`config.mk`:
```
export PLATFORM = sky130hd
export DESIGN_NAME = ppoc_pins
export DESIGN_NICKNAME = d
export VERILOG_FILES = /design/src/design/ppoc_pkg.sv /design/src/design/ppoc_port_ctl.sv /design/src/design/ppoc_pins.sv
export SDC_FILE = /design/constraint.sdc
export NUM_CORES = 1
export LEC_CHECK = 0
export BUFFER_PORTS_ARGS = -buffer_cell sky130_fd_sc_hd__buf_4
export CORE_ASPECT_RATIO = 1.2
export CORE_MARGIN = 2
export CORE_UTILIZATION = 45
export CTS_CLUSTER_DIAMETER = 80
export CTS_CLUSTER_SIZE = 14
export DETAILED_ROUTE_END_ITERATION = 16
export SETUP_SLACK_MARGIN = 0.15
export SLEW_MARGIN = 40
export SYNTH_ARGS = -nofsm -noshare
export SYNTH_HDL_FRONTEND = slang
export SYNTH_SLANG_ARGS = --single-unit
```
`constraint.sdc`:
```
create_clock -name ref_clk -period 2 [get_ports ref_clk]
set_input_delay 0 -clock ref_clk [delete_from_list [all_inputs] [get_ports ref_clk]]
set_output_delay 0 -clock ref_clk [all_outputs]
set_load 0.1 [all_outputs]
```
`src/design/ppoc_pkg.sv`:
```
// Package for the port power and overcurrent pin block
package ppoc_pkg;

	// Number of downstream ports served
	localparam int PPOC_NUM_PORTS = 4;

	// Overcurrent must be seen low this many cycles in a row plus one more to count
	localparam logic [2:0] PPOC_OC_FILTER = 3'h3;

	// Cycles after a port is enabled before the pin is trusted
	localparam logic [2:0] PPOC_SETTLE = 3'h4;

	// Zero and one for counters
	localparam logic [2:0] PPOC_CNT_ZERO = 3'h0;
	localparam logic [2:0] PPOC_CNT_ONE  = 3'h1;

	// Per-port pin state, Gray coded along off -> settle -> on
	typedef enum logic [1:0] {
		PPOC_OFF    = 2'h0,
		PPOC_SETTLE_ST = 2'h1,
		PPOC_ON     = 2'h3
	} ppoc_state_t;

	// Pin drive bundle for one port
	typedef struct packed {
		logic outVal;
		logic outEn;
		logic pullUpEn;
	} ppoc_pin_t;

endpackage : ppoc_pkg

```
`src/design/ppoc_port_ctl.sv`:
```
// One port's power pin controller: drive, sample and overcurrent latch
`timescale 1ns/10ps
module ppoc_port_ctl
	import ppoc_pkg::*;
(
	// Clock and reset
	input  wire logic      ref_clk,
	input  wire logic      reset_n,
	input  wire logic      clkEn,
	// Control
	input  wire logic      portEnable,
	input  wire logic      ocClear,
	// Pin
	input  wire logic      pinIn,
	output ppoc_pin_t      pinDrive,
	// Status
	output logic           ocActive,
	output logic           ocLatched
);

	typedef struct packed {
		logic        sync1;
		logic        sync2;
		ppoc_state_t state;
		logic [2:0]  cnt;
		logic [2:0]  lowCnt;
		ppoc_pin_t   pin;
		logic        active;
		logic        latched;
	} ppoc_port_t;

	ppoc_port_t state_reg;
	ppoc_port_t state_next;

	// Next state; the pin is only judged once settled and undriven
	always_comb begin
		state_next = state_reg;
		state_next.sync1 = pinIn;
		state_next.sync2 = state_reg.sync1;
		case (state_reg.state)
			PPOC_OFF: begin
				state_next.pin = '{outVal: 1'b0, outEn: 1'b1,
					pullUpEn: 1'b0};
				state_next.active = 1'b0;
				state_next.lowCnt = PPOC_CNT_ZERO;
				if (portEnable) begin
					state_next.state = PPOC_SETTLE_ST;
					state_next.cnt = PPOC_CNT_ZERO;
					state_next.pin = '{outVal: 1'b0, outEn: 1'b0,
						pullUpEn: 1'b1};
				end
			end
			PPOC_SETTLE_ST: begin
				// Pull-up needs time to lift the pin before sampling
				state_next.cnt = state_reg.cnt + PPOC_CNT_ONE;
				if (!portEnable) begin
					state_next.state = PPOC_OFF;
					state_next.pin.outEn = 1'b1;
					state_next.pin.pullUpEn = 1'b0;
				end else if (state_reg.cnt == PPOC_SETTLE - PPOC_CNT_ONE) begin
					state_next.state = PPOC_ON;
				end
			end
			PPOC_ON: begin
				// Pull-up alone signals power-on to the switch
				state_next.pin = '{outVal: 1'b0, outEn: 1'b0,
					pullUpEn: 1'b1};
				if (!portEnable) begin
					state_next.state = PPOC_OFF;
					state_next.pin = '{outVal: 1'b0, outEn: 1'b1,
						pullUpEn: 1'b0};
					state_next.active = 1'b0;
				end else if (!state_reg.sync2) begin
					// Low pin is overcurrent, filtered for glitches
					if (state_reg.lowCnt != PPOC_OC_FILTER)
						state_next.lowCnt = state_reg.lowCnt + PPOC_CNT_ONE;
					else
						state_next.active = 1'b1;
				end else begin
					state_next.lowCnt = PPOC_CNT_ZERO;
					state_next.active = 1'b0;
				end
			end
			default: begin
				state_next.state = PPOC_OFF;
			end
		endcase
		// Sticky flag: a new event beats a clear in the same cycle
		if (state_next.active)
			state_next.latched = 1'b1;
		else if (ocClear)
			state_next.latched = 1'b0;
	end

	// State register, frozen while the clock enable is low
	always_ff @(posedge ref_clk or negedge reset_n) begin
		if (!reset_n) begin
			state_reg <= '{sync1: 1'b1, sync2: 1'b1, state: PPOC_OFF,
				cnt: PPOC_CNT_ZERO, lowCnt: PPOC_CNT_ZERO,
				pin: '{outVal: 1'b0, outEn: 1'b1, pullUpEn: 1'b0},
				active: 1'b0, latched: 1'b0};
		end else if (clkEn) begin
			state_reg <= state_next;
		end
	end

	assign pinDrive  = state_reg.pin;
	assign ocActive  = state_reg.active;
	assign ocLatched = state_reg.latched;
endmodule : ppoc_port_ctl

```
`src/design/ppoc_pins.sv`:
```
// Four-port power-control pin block of the hub
//
// Overview of operation
// - Four independent power pins, one per downstream port 1 to 4.
// - Enabled port: pin is input, pull-up on, driver off.
// - Pull-up high level tells the switch to power the port.
// - Enabled port: low pin level means overcurrent on that port.
// - Disabled port: pin becomes an output driven low.
// - One pin covers both USB 2.0 and USB 3.1 halves.
`timescale 1ns/10ps
module ppoc_pins
	import ppoc_pkg::*;
(
	// Clock, reset, enable
	input  wire logic                      ref_clk,
	input  wire logic                      reset_n,
	input  wire logic                      clkEn,
	// Port control from configuration and host
	input  wire logic [PPOC_NUM_PORTS-1:0] portEnable,
	input  wire logic [PPOC_NUM_PORTS-1:0] ocClear,
	// Power-control pins
	input  wire logic [PPOC_NUM_PORTS-1:0] powerSenseIn,
	output logic      [PPOC_NUM_PORTS-1:0] powerSenseOut,
	output logic      [PPOC_NUM_PORTS-1:0] powerSenseOe,
	output logic      [PPOC_NUM_PORTS-1:0] powerSensePullUp,
	// Status to both the USB 2.0 and USB 3.1 hub halves
	output logic      [PPOC_NUM_PORTS-1:0] ocActive,
	output logic      [PPOC_NUM_PORTS-1:0] ocLatched
);

	// One independent controller per port
	genvar i;
	generate
		for (i = 0; i < PPOC_NUM_PORTS; i++) begin : g_port
			ppoc_pin_t drv;
			ppoc_port_ctl u_ctl (
				.ref_clk    (ref_clk),
				.reset_n    (reset_n),
				.clkEn      (clkEn),
				.portEnable (portEnable[i]),
				.ocClear    (ocClear[i]),
				.pinIn      (powerSenseIn[i]),
				.pinDrive   (drv),
				.ocActive   (ocActive[i]),
				.ocLatched  (ocLatched[i])
			);
			assign powerSenseOut[i]    = drv.outVal;
			assign powerSenseOe[i]     = drv.outEn;
			assign powerSensePullUp[i] = drv.pullUpEn;
		end
	endgenerate

endmodule : ppoc_pins

```
Word level (Yosys, flattened, before mapping)
Index checks and enable logic that the tools add are counted.
- RAM bits: 0
- input port bits: 15
- memories: 0
- output and inout bits: 20
- logic and storage cells: 212
- bits in registers: 60
- bits in read-only memories: 0
- latch bits: 0
- bitwise gates (word level): 0
- reduce and logical (&&, ||, !) cells: 48
- div/mod/pow operators: 0
- muxes and demuxes: 76
- shift-type cells: 0
- multiply operators: 0
- magnitude comparators: 0
- $add $sub $neg: 8
- equality and inequality tests: 40
- operators with widths (cell ; number):
    2-bit 2-to-1 mux ; 20
    3-bit 2-to-1 mux ; 12
    2-bit != test (second input constant) ; 16
    4-bit case mux with 2 select lines ; 4
    4-bit AND reduction ; 8
    2-bit nonzero test ; 16
    3-bit by 1-bit adder with 3-bit output (second input constant) ; 8
    3-bit by 2-bit != test with 1-bit output (second input constant) ; 8
    2-bit case mux with 3 select lines ; 4
    3-bit case mux with 2 select lines ; 4
    3-bit AND reduction ; 8
    1-bit 2-to-1 mux ; 20
    5-bit 2-to-1 mux ; 4
    2-bit case mux with 2 select lines ; 4
    2-bit AND reduction ; 8
    3-bit by 2-bit == test with 1-bit output (second input constant) ; 4
    3-bit by 1-bit != test with 1-bit output (second input constant) ; 4
    2-bit by 1-bit == test with 1-bit output (second input constant) ; 4
    2-bit == test (second input constant) ; 4
    2-bit zero test ; 4
    1-bit case mux with 2 select lines ; 4
    2-bit OR reduction ; 4

Longest topological paths before layout
Gate-level depths: netlist of run 1.
- word-level depth: 7
- depth in mapped cells: 6
- mapped depth without buffers: 5

Hierarchy
A second synthesis of run 1 with hierarchy kept.
- cells, all modules: 356
- area, all modules: 3393.3 µm²
- by module, submodules not included (module ; cells each ; seq. area each (µm²) ; area each (µm²) ; times used):
    ppoc_port_ctl ; 89 ; 354.1 ; 848.3 ; 4

Least setup slack after synthesis of run 1
OpenSTA, ideal clock, no wires.
- kind: reg2reg
- start point: reg g_port[3].u_ctl.state_reg[11] in the netlist's numbering
- end point: reg g_port[3].u_ctl.state_reg[5] in the netlist's numbering
- path slack: 0.432 ns
- buffers on the path: 0
- setup time: 0.125 ns
- clock period less this slack: 1.568 ns
- stages on the path, launching flop included: 6
- data required time: 1.875 ns
- arrival time: 1.443 ns
- cell sequence: dfrtp_1 inv_1 ha_1 nand2b_1 a221o_1 mux2_2
- cells in the longest elaborated chain, start to end: 3
- elaborated cells on any way between the ends: 7
- those cells by class: eq/ne: 3; mux: 1; reduce/logical: 3
- ends and longest elaborated chain (element ; RTL line ; source):
    start: declaration ; ppoc_port_ctl.sv:32 ; ppoc_port_t state_reg;
    start signal: assignment ; ppoc_port_ctl.sv:98 ; state_reg <= '{sync1: 1'b1, sync2: 1'b1, state: PPOC_OFF,
    start signal: assignment ; ppoc_port_ctl.sv:103 ; state_reg <= state_next;
    2-bit == test or 2-bit zero test (tied branches) ; ppoc_port_ctl.sv:40 ; case (state_reg.state)
    3-bit by 1-bit != test with 1-bit output (no source line) (tied with other cells) ; -- ;
    4-bit AND reduction (no source line) ; -- ;
Several ways; a longest one is shown, not always the timed one. The select of a mux whose other input is x is not followed.
A chain may end at the register's enable or synchronous reset.

Final worst setup path of run 1
- start point: reg g_port[2].u_ctl.state_reg[11] in the netlist's numbering
- end point: reg g_port[2].u_ctl.state_reg[5] in the netlist's numbering
- cells in the longest elaborated chain, start to end: 3
- elaborated cells on any way between the ends: 7
- those cells by class: eq/ne: 3; mux: 1; reduce/logical: 3
- ends and longest elaborated chain (element ; RTL line):
    start: declaration ; ppoc_port_ctl.sv:32
    start signal: assignment ; ppoc_port_ctl.sv:98
    start signal: assignment ; ppoc_port_ctl.sv:103
    2-bit == test or 2-bit zero test (tied branches) ; ppoc_port_ctl.sv:40
    3-bit by 1-bit != test with 1-bit output (no source line) (tied with other cells) ; --
    4-bit AND reduction (no source line) ; --
Several ways; a longest one is shown, not always the timed one. The select of a mux whose other input is x is not followed.

==> flow_metrics.tcl, run 1 <==
set metrics [dict create \
    powerDensity_nw_per_um2 1246 \
    pwr-share-clk_pct 14.5 \
    synth_ff_type "dfrtp_1" \
    tightestPinTransition_ns 0.6959 \
    holdWs_ns 0.05846 \
    yosysSeqAreaShare_pct 43.59 \
    seq_power_share_pct 36.6 \
    switchingPower_mw 2.021 \
    cts_max_path_buffers 2 \
    largest_register_ffs 36 \
    dp_hpwl_mm 3.937 \
    slowest_stage "dfrtp_1" \
    start_kind "flop" \
    rows 33 \
    path_max_fanout 6 \
    synth_seq_cells 56 \
    drc 0 \
    areaGrowthSynthToFinish_pct 11.21 \
    dr_total_vias 2298 \
    syn_avg_cell_area_um2 10.12 \
    fin_crit_ns 1.681 \
    cts_setup_buffers 0 \
    design_area_um2 3613 \
    fin_nets 387 \
    dr.pass1.iters 4 \
    ir_drop_mv 0.7938 \
    grt_max_degree 57 \
    post-route-period-util_pct 84.03 \
    ys.warnings.count 0 \
    core_um2 6895 \
    swShare_pct 44.89 \
    detail_route.wl_per_cell_um 13.10 \
    slew_headroom_pct 53.60 \
    portBuffers 30 \
    n_antenna_cell 0 \
    cts_root_buffer "clkbuf_8" \
    clock_latency_ns 0.31 \
    placed_area_um2 3390 \
    antenna_found_initial 0 \
    grt_pass1_wl_mm 10.24 \
    cp.arrival_ns 1.93 \
    timing.fmax_ghz 0.5950 \
    fin_tns_setup_ns 0 \
    path_class "reg2reg" \
    drive_gt1_share_pct 18.55 \
    cap_violations 0 \
    worstPathRequired_ns 2.25 \
    fp.dieH_um 97.09 \
    comb_power_share_pct 48.9 \
    ant_nets 0 \
    drt_iter0_markers 54 \
    initial_core_util_pct 47.12 \
    seq_area_um2 1416 \
    cp_top_family "simple AND/OR/NAND/NOR gates" \
    netlist_instances 321 \
    grt_util_all_layers_pct 15.91 \
    grt_pass1_vias 2338 \
    setup_ws_ns 0.3195 \
    netlist_area_um2 3249 \
    pre_cts_slack_ns 0.3389 \
    drt-total-wl_mm 5.658 \
    grt_overflow_total 0 \
    dp_cells 411 \
    cts_tree "yes" \
    place.gp.congestion 0.7530 \
    clkTransAtPathRegs_ns 0.10 \
    cp_cell_sequence "inv_1 -> ha_1 -> nand3b_1 -> nor4_1 -> mux2_2" \
    status "complete, no violations" \
    ioPinCount 35 \
    htree_levels 2 \
    hold_class "in2reg" \
    multiInputGateArea_um2 1481 \
    async_flop_share_pct 100.0 \
    crit_path_end_kind "flop" \
    viasPerCell 5.319 \
    cts.sinks 56 \
    setup_violations 0 \
    cts_made_buffers 5 \
    leakagePower_nw 1.696 \
    slew_violations 0 \
    hold_viol_final 0 \
    synth_cell_types 44 \
    die_w_um 81.57 \
    critical_path_buf_inv_count 1 \
    die_area_um2 7919 \
    total_power_mw 4.503 \
    final_cells 432 \
    rsz0062_at_grt "no" \
    finish.utilization_pct 52.40 \
    cpPeakStageDelay_ns 0.41 \
    fillers 626 \
    synth_edf_count 0 \
    fin_skew_ns 0.006771 \
    intPower_mw 2.482 \
]
-- worst register-to-register path: cells and delay by family, from the launching register on --
family,cells,cell delay [ns]
simple gates,2,0.57
flops,1,0.41
fa+ha+maj,1,0.36
mux,1,0.24
buf+inv,1,0.06
-- synth_stat cells (all sizes together) (2+ instances only) --
library cell,instances,share of area [%]
dfrtp,44,34
inv,38,4.4
buf,29,6.4
ha,28,11
o21ai,21,3.2
a21oi,17,2.6
nor2b,15,2.9
dfstp,12,9.7
mux2,12,4.2
a22o,10,2.7
nand2,10,1.2
o211ai,10,2.3
nand2b,8,1.5
nor2,6,0.69
o2bb2ai,6,1.6
nand3b,5,1.2
o31ai,5,1.2
a31oi,4,0.77
nand3,4,0.62
nand4,4,0.77
clkbuf,3,0.35
o21bai,3,0.69
or3,3,0.58
a21boi,2,0.46
a22oi,2,0.46
and2b,2,0.46
nor3,2,0.46
o22ai,2,0.38
o41a,2,0.69
-- final cells by class --
class                           count  share of cell area (%)
Clock inverter                      1                  0.2078
Clock buffer                        7                   2.389
Multi-Input combinational cell    198                   41.00
Inverter                           38                   3.947
Tap cell                           87                   3.012
Timing Repair Buffer               45                   10.25
Sequential cell                    56                   39.20
-- layout by cell type, fill, tap and decap left out, types with 5 or more instances in the layout --
master	count
dfrtp_1	44
mux2_2	12
nand2b_1	8
nand2_1	10
o31ai_1	5
clkbuf_8	6
dlygate4sd3_1	13
buf_4	32
inv_1	38
nor2_1	6
ha_1	28
a21oi_1	17
nand3b_1	5
a22o_1	10
o2bb2ai_1	6
nor2b_1	15
dfstp_2	12
o211ai_1	10
o21ai_0	21
-- logic make-up after synthesis --
group	synth area share (%)
simple gates	11.44
buf+inv	11.17
other cells	0.1154
mux	4.467
fa+ha+maj	10.78
compound gates	18.44
flops	43.59
-- final timing paths --
kind	from	end	slack [ns]	cells past startpoint
hold reg to reg	g_port[1].u_ctl.state_reg[5]	g_port[1].u_ctl.state_reg[5]	0.49	1
setup reg to reg	g_port[2].u_ctl.state_reg[11]	g_port[2].u_ctl.state_reg[5]	0.32	5
max in group asynchronous	reset_n	g_port[0].u_ctl.state_reg[12]	1.26	2
setup / recovery	g_port[2].u_ctl.state_reg[11]	g_port[2].u_ctl.state_reg[5]	0.32	5
hold / removal	clkEn	g_port[2].u_ctl.state_reg[11]	0.06	2
min in group asynchronous	reset_n	g_port[1].u_ctl.ocLatched	0.27	2
-- routing by layer --
layer | vias up | share of wire, % | routed length, µm | global-route usage (%)
li1 | 1148 | - | - | -
met1 | 1117 | 49 | 2769 | 21.08
met2 | 29 | 48 | 2688 | 26.29
met3 | 4 | 2.6 | 146 | 2.230
met4 | 0 | 0.94 | 53 | 5.513
met5 | - | 0 | 0 | 0
-- power groups by stage --
| stage | Sequential, mW | Combinational (mW) | Clock [mW] |
|---|---|---|---|
| after floorplan | 1.62 | 1.92 | 0 |
| after global placement | 1.67 | 2.18 | 0 |
| after detailed placement | 1.67 | 2.20 | 0 |
| after CTS | 1.65 | 2.22 | 0.686 |
| after global routing | 1.70 | 2.44 | 0.735 |
| final | 1.65 | 2.20 | 0.652 |
-- repair_timing --
action,CTS,global route
endpoints found under the hold margin,58,0
hold buffers,13,0
gates resized for setup,0,0
(Power assumes the default switching activity.)
==> inputs of run 2 (changes only) <==
- clock period: 2 -> 1.6 ns (I/O delays scaled with it)
==> flow_metrics.tcl, run 2 (same netlist as run 1, synthesis figures left out) <==
set metrics [dict create \
    status "complete, no violations" \
    path_class "reg2reg" \
    ir_drop_mv 1.489 \
    leakagePower_nw 1.813 \
    antenna_found_initial 0 \
    cp_cell_sequence "ha_2 -> nor2b_1 -> a221o_1 -> mux2_4" \
    ant_nets 0 \
    placed_area_um2 3490 \
    core_um2 6895 \
    cts_tree "yes" \
    critical_path_buf_inv_count 0 \
    design_area_um2 4010 \
    dp_hpwl_mm 4.090 \
    initial_core_util_pct 47.12 \
    place.gp.congestion 0.7562 \
    crit_path_end_kind "flop" \
    drt_iter0_markers 57 \
    slew_violations 0 \
    cts_made_buffers 5 \
    cts_max_path_buffers 2 \
    n_antenna_cell 0 \
    hold_viol_final 0 \
    path_max_fanout 7 \
    worstPathRequired_ns 1.80 \
    portBuffers 30 \
    drc 0 \
    powerDensity_nw_per_um2 1577 \
    ioPinCount 35 \
    rows 33 \
    cts_root_buffer "clkbuf_8" \
    grt_pass1_wl_mm 10.55 \
    slowest_stage "dfrtp_2" \
    cp_top_family "flip-flops" \
    seq_area_um2 1418 \
    viasPerCell 5.304 \
    cap_violations 0 \
    areaGrowthSynthToFinish_pct 23.41 \
    cts.sinks 56 \
    clkTransAtPathRegs_ns 0.10 \
    detail_route.wl_per_cell_um 13.89 \
    die_area_um2 7919 \
    cp.arrival_ns 1.73 \
    grt_pass1_vias 2404 \
    clock_latency_ns 0.30 \
    fin_nets 405 \
    fp.dieH_um 97.09 \
    dr_total_vias 2387 \
    drive_gt1_share_pct 33.33 \
    hold_class "in2async" \
    drt-total-wl_mm 6.252 \
    grt_overflow_total 0 \
    fin_tns_setup_ns 0 \
    die_w_um 81.57 \
    cpPeakStageDelay_ns 0.44 \
    timing.fmax_ghz 0.6524 \
    rsz0062_at_grt "yes" \
    grt_max_degree 57 \
    fin_crit_ns 1.533 \
    grt_util_all_layers_pct 16.66 \
    largest_register_ffs 36 \
    post-route-period-util_pct 95.79 \
    setup_violations 0 \
    fin_skew_ns 0.003552 \
    fillers 631 \
    start_kind "flop" \
    final_cell_mix "buf_4 (47), dfrtp_1 (43), inv_1 (30), o21ai_0 (20), a21oi_1 (17)" \
    dr.pass1.iters 4 \
    htree_levels 2 \
    final_common_cell "buf_4" \
    multiInputGateArea_um2 1727 \
]
-- run 2: worst reg2reg max path, stage by stage, from the launching register on --
cell	delay, ns
dfrtp_2	0.44
ha_2	0.23
nor2b_1	0.15
a221o_1	0.35
mux2_4	0.26
-- run 2: power by group --
part           internal [mW]  total, mW  switching [mW]  leakage, nW
combinational           1.40       3.44            2.04         1.05
sequential              1.82       2.08           0.266        0.712
clock                  0.355      0.799           0.444       0.0455
-- run 2: per-stage QoR --
step	total power, mW	util [%]	setup WS, ns	std cells	hold WS (ns)
after floorplan	4.516	-	0.1243	324	-0.2956
after global placement	4.979	50.61	0.08937	418	0.1027
after detailed placement	5.028	50.61	0.04441	418	0.1138
after CTS	6.067	55.29	0.07513	447	0.3051
after global routing	6.811	58.16	0.0007594	450	0.1037
final	6.325	58.16	0.06730	450	0.09703
-- run 2: final timing paths --
check                                         startpoint                              to  slack, ns  cells past startpoint
hold / removal                                   reset_n   g_port[1].u_ctl.state_reg[11]        0.1                      2
min in group ref_clk                       portEnable[0]     g_port[0].u_ctl.pinDrive[1]       0.45                      3
setup reg to reg           g_port[3].u_ctl.state_reg[11]    g_port[3].u_ctl.state_reg[5]       0.07                      4
setup / recovery           g_port[3].u_ctl.state_reg[11]    g_port[3].u_ctl.state_reg[5]       0.07                      4
hold reg to reg                g_port[2].u_ctl.ocLatched       g_port[2].u_ctl.ocLatched       0.49                      2
max in group asynchronous                        reset_n  g_port[0].u_ctl.state_next[13]       0.95                      3
-- run 2: metal layers --
layer	GRT usage (%)	share of wire [%]	wire, µm	vias up
met1	21.62	46	2874	1163
met5	0	0	0	-
met2	27.87	50	3119	29
met4	4.872	1.6	100	0
met3	3.160	2.5	159	10
li1	-	-	-	1185
-- run 2: layout make-up --
type | instances | share of cell area (%)
clock buffer | 8 | 2.246
sequential | 56 | 35.35
multi-input combinational | 198 | 43.06
timing repair buffer | 63 | 13.07
inverter | 38 | 3.557
tap | 87 | 2.714
-- run 2: what timing repair did --
item | 4_1_cts | 5_1_grt
pin swaps | 3 | 11
resized for setup | 10 | 38
hold buffers | 14 | 0
hold endpoints to repair | 59 | 0
buffers inserted | 7 | 2
endpoints found under the setup margin | 16 | 26
==> inputs of run 3 (changes only) <==
- ABC_AREA: unset -> 1
- CTS_BUF_LIST: unset -> sky130_fd_sc_hd__clkbuf_4
- PLACE_DENSITY: unset -> 0.66
- clock period: 1.6 -> 1.3 ns (I/O delays scaled with it)
==> flow_metrics.tcl, run 3 <==
set metrics [dict create \
    hold_class "in2async" \
    synth.largest_area_cell "dfrtp_1" \
    rows 34 \
    ys.warnings.count 0 \
    holdWs_ns 0.05070 \
    viasPerCell 4.791 \
    drc 0 \
    start_kind "flop" \
    fillers 630 \
    setup_violations 0 \
    die_area_um2 8007 \
    grt_pass1_vias 2607 \
    areaGrowthSynthToFinish_pct 33.69 \
    cp.arrival_ns 1.51 \
    clkTransAtPathRegs_ns 0.15 \
    total_power_mw 8.579 \
    yosysSeqAreaShare_pct 43.09 \
    n_antenna_cell 0 \
    dp_hpwl_mm 4.469 \
    path_max_fanout 3 \
    synth_cell_types 20 \
    cts_made_buffers 5 \
    synth_edf_count 0 \
    timing.rr.end "g_port[1].u_ctl.ocLatched" \
    place.gp.congestion 0.7798 \
    post-route-period-util_pct 95.09 \
    slew_violations 0 \
    crit_path_end_kind "flop" \
    synth_seq_cells 56 \
    powerDensity_nw_per_um2 1952 \
    die_w_um 82.02 \
    cts_root_buffer "clkbuf_4" \
    synth_most_common_cell "nand2_1" \
    core_um2 7147 \
    setup_ws_ns 0.06386 \
    r2r_cells 7 \
    grt_use_met3_pct 2.881 \
    clock_latency_ns 0.37 \
    synth_top_area_share_pct 33.50 \
    fp.dieH_um 97.62 \
    grt_busiest_layer "met2" \
    finish.utilization_pct 61.48 \
    hold_viol_final 0 \
    portBuffers 30 \
    synth_area_leaders "dfrtp_1 (33%), nand2_1 (18%), ha_1 (11%)" \
    dr.pass1.iters 4 \
    dr_total_vias 2683 \
    ir_drop_mv 1.255 \
    drt_iter0_markers 95 \
    startpoint "g_port[1].u_ctl.state_reg[12]" \
    cts_max_path_buffers 2 \
    largest_register_ffs 36 \
    cts.sinks 56 \
    initial_core_util_pct 45.99 \
    fin_skew_ns 0.01065 \
    drt-total-wl_mm 6.694 \
    netlist_area_um2 3287 \
    grt_pass1_wl_mm 11.05 \
    ioPinCount 35 \
    fin_nets 512 \
    cap_violations 0 \
    synth_ff_type "dfrtp_1" \
    regToRegStartpoint "g_port[1].u_ctl.state_reg[12]" \
    antenna_found_initial 0 \
    detail_route.wl_per_cell_um 11.95 \
    fin_crit_ns 1.236 \
    async_flop_share_pct 100.0 \
    synthTopCellsByCount "nand2_1 (156), inv_1 (55), dfrtp_1 (44)" \
    netlist_instances 415 \
    cts_tree "yes" \
    rsz0062_at_grt "yes" \
    grt_overflow_total 0 \
    grt_util_all_layers_pct 17.33 \
    grt_util_met2_pct 30.89 \
    htree_levels 2 \
    r2r_slack_ns 0.06 \
    syn_avg_cell_area_um2 7.920 \
    status "complete, no violations" \
    grt_max_degree 25 \
    pre_cts_slack_ns 0.002953 \
    drive_gt1_share_pct 40.64 \
    worstPathRequired_ns 1.57 \
    gr-usage-met1_pct 21.06 \
    final_cell_mix "nand2_1 (116), buf_4 (47), dfrtp_1 (42), inv_1 (41), nand2_2 (30)" \
    final_common_cell "nand2_1" \
    path_class "reg2reg" \
    ant_nets 0 \
    timing.fmax_ghz 0.8090 \
    leakagePower_nw 2.257 \
]
[run 3: power by group]
part | switching, mW | internal (mW) | leakage, nW
registers | 0.375 | 2.26 | 0.712
clock network | 0.546 | 0.229 | 0.0293
logic | 3.12 | 2.04 | 1.52
[run 3: stage by stage]
step	cells	TNS (ns)	area, µm²
3_5_place_dp	519	0	3595
4_1_cts	555	0	4116
3_3_place_gp	519	0	3595
6_report	560	0	4394
5_1_grt	560	-0.04554	4394
2_1_floorplan	418	0	3386
[run 3: how the worst max path moves through the flow]
stage | end | slack [ns] | cells after the start
after global placement | g_port[2].u_ctl.ocLatched | 0.03 | 5
after floorplan | g_port[2].u_ctl.state_reg[6] | 0.15 | 6
final | g_port[1].u_ctl.ocLatched | 0.06 | 7
after CTS | g_port[2].u_ctl.state_reg[5] | 0.08 | 6
after detailed placement | g_port[2].u_ctl.ocActive | 0.003 | 5
after global routing | g_port[0].u_ctl.state_reg[7] | -0.01 | 6
[run 3: layout make-up]
cell class	instances	area, µm²	area share, %
Multi-Input combinational cell	281	1964	44.70
Sequential cell	56	1419	32.29
Timing Repair Buffer	69	624.3	14.21
Inverter	56	217.7	4.954
Tap cell	90	112.6	2.563
Clock buffer	6	45.04	1.025
Clock inverter	2	11.26	0.2563
[run 3: what timing repair did]
item,CTS,global route
buffers inserted,12,5
hold endpoints to repair,65,0
pin swaps,34,24
endpoints found under the setup margin,49,52
resized for setup,76,67
hold buffers,16,0
[run 3: cells by family after synthesis]
family / Yosys count / synth area share (%)
and+or+nand+nor: 217 / 28.21
buffers and inverters: 81 / 12.14
DFF: 56 / 43.09
AOI/OAI and AO/OA: 32 / 5.786
adders and majority gates: 28 / 10.66
other: 1 / 0.1141
[run 3: critical path, cell delays in order, from the launching register on]
cell	delay, ns
dfrtp_1	0.43
inv_2	0.09
ha_4	0.34
nor2_8	0.05
nand2_2	0.06
nand2_2	0.05
o21ai_2	0.06
nand2_1	0.06
[run 3: per-layer routing]
| metal | part of all wire, % | routed length (µm) |
|---|---|---|
| met1 | 44 | 2919 |
| met2 | 52 | 3493 |
| met3 | 2.5 | 169 |
| met4 | 1.7 | 112 |
| met5 | 0 | 0 |
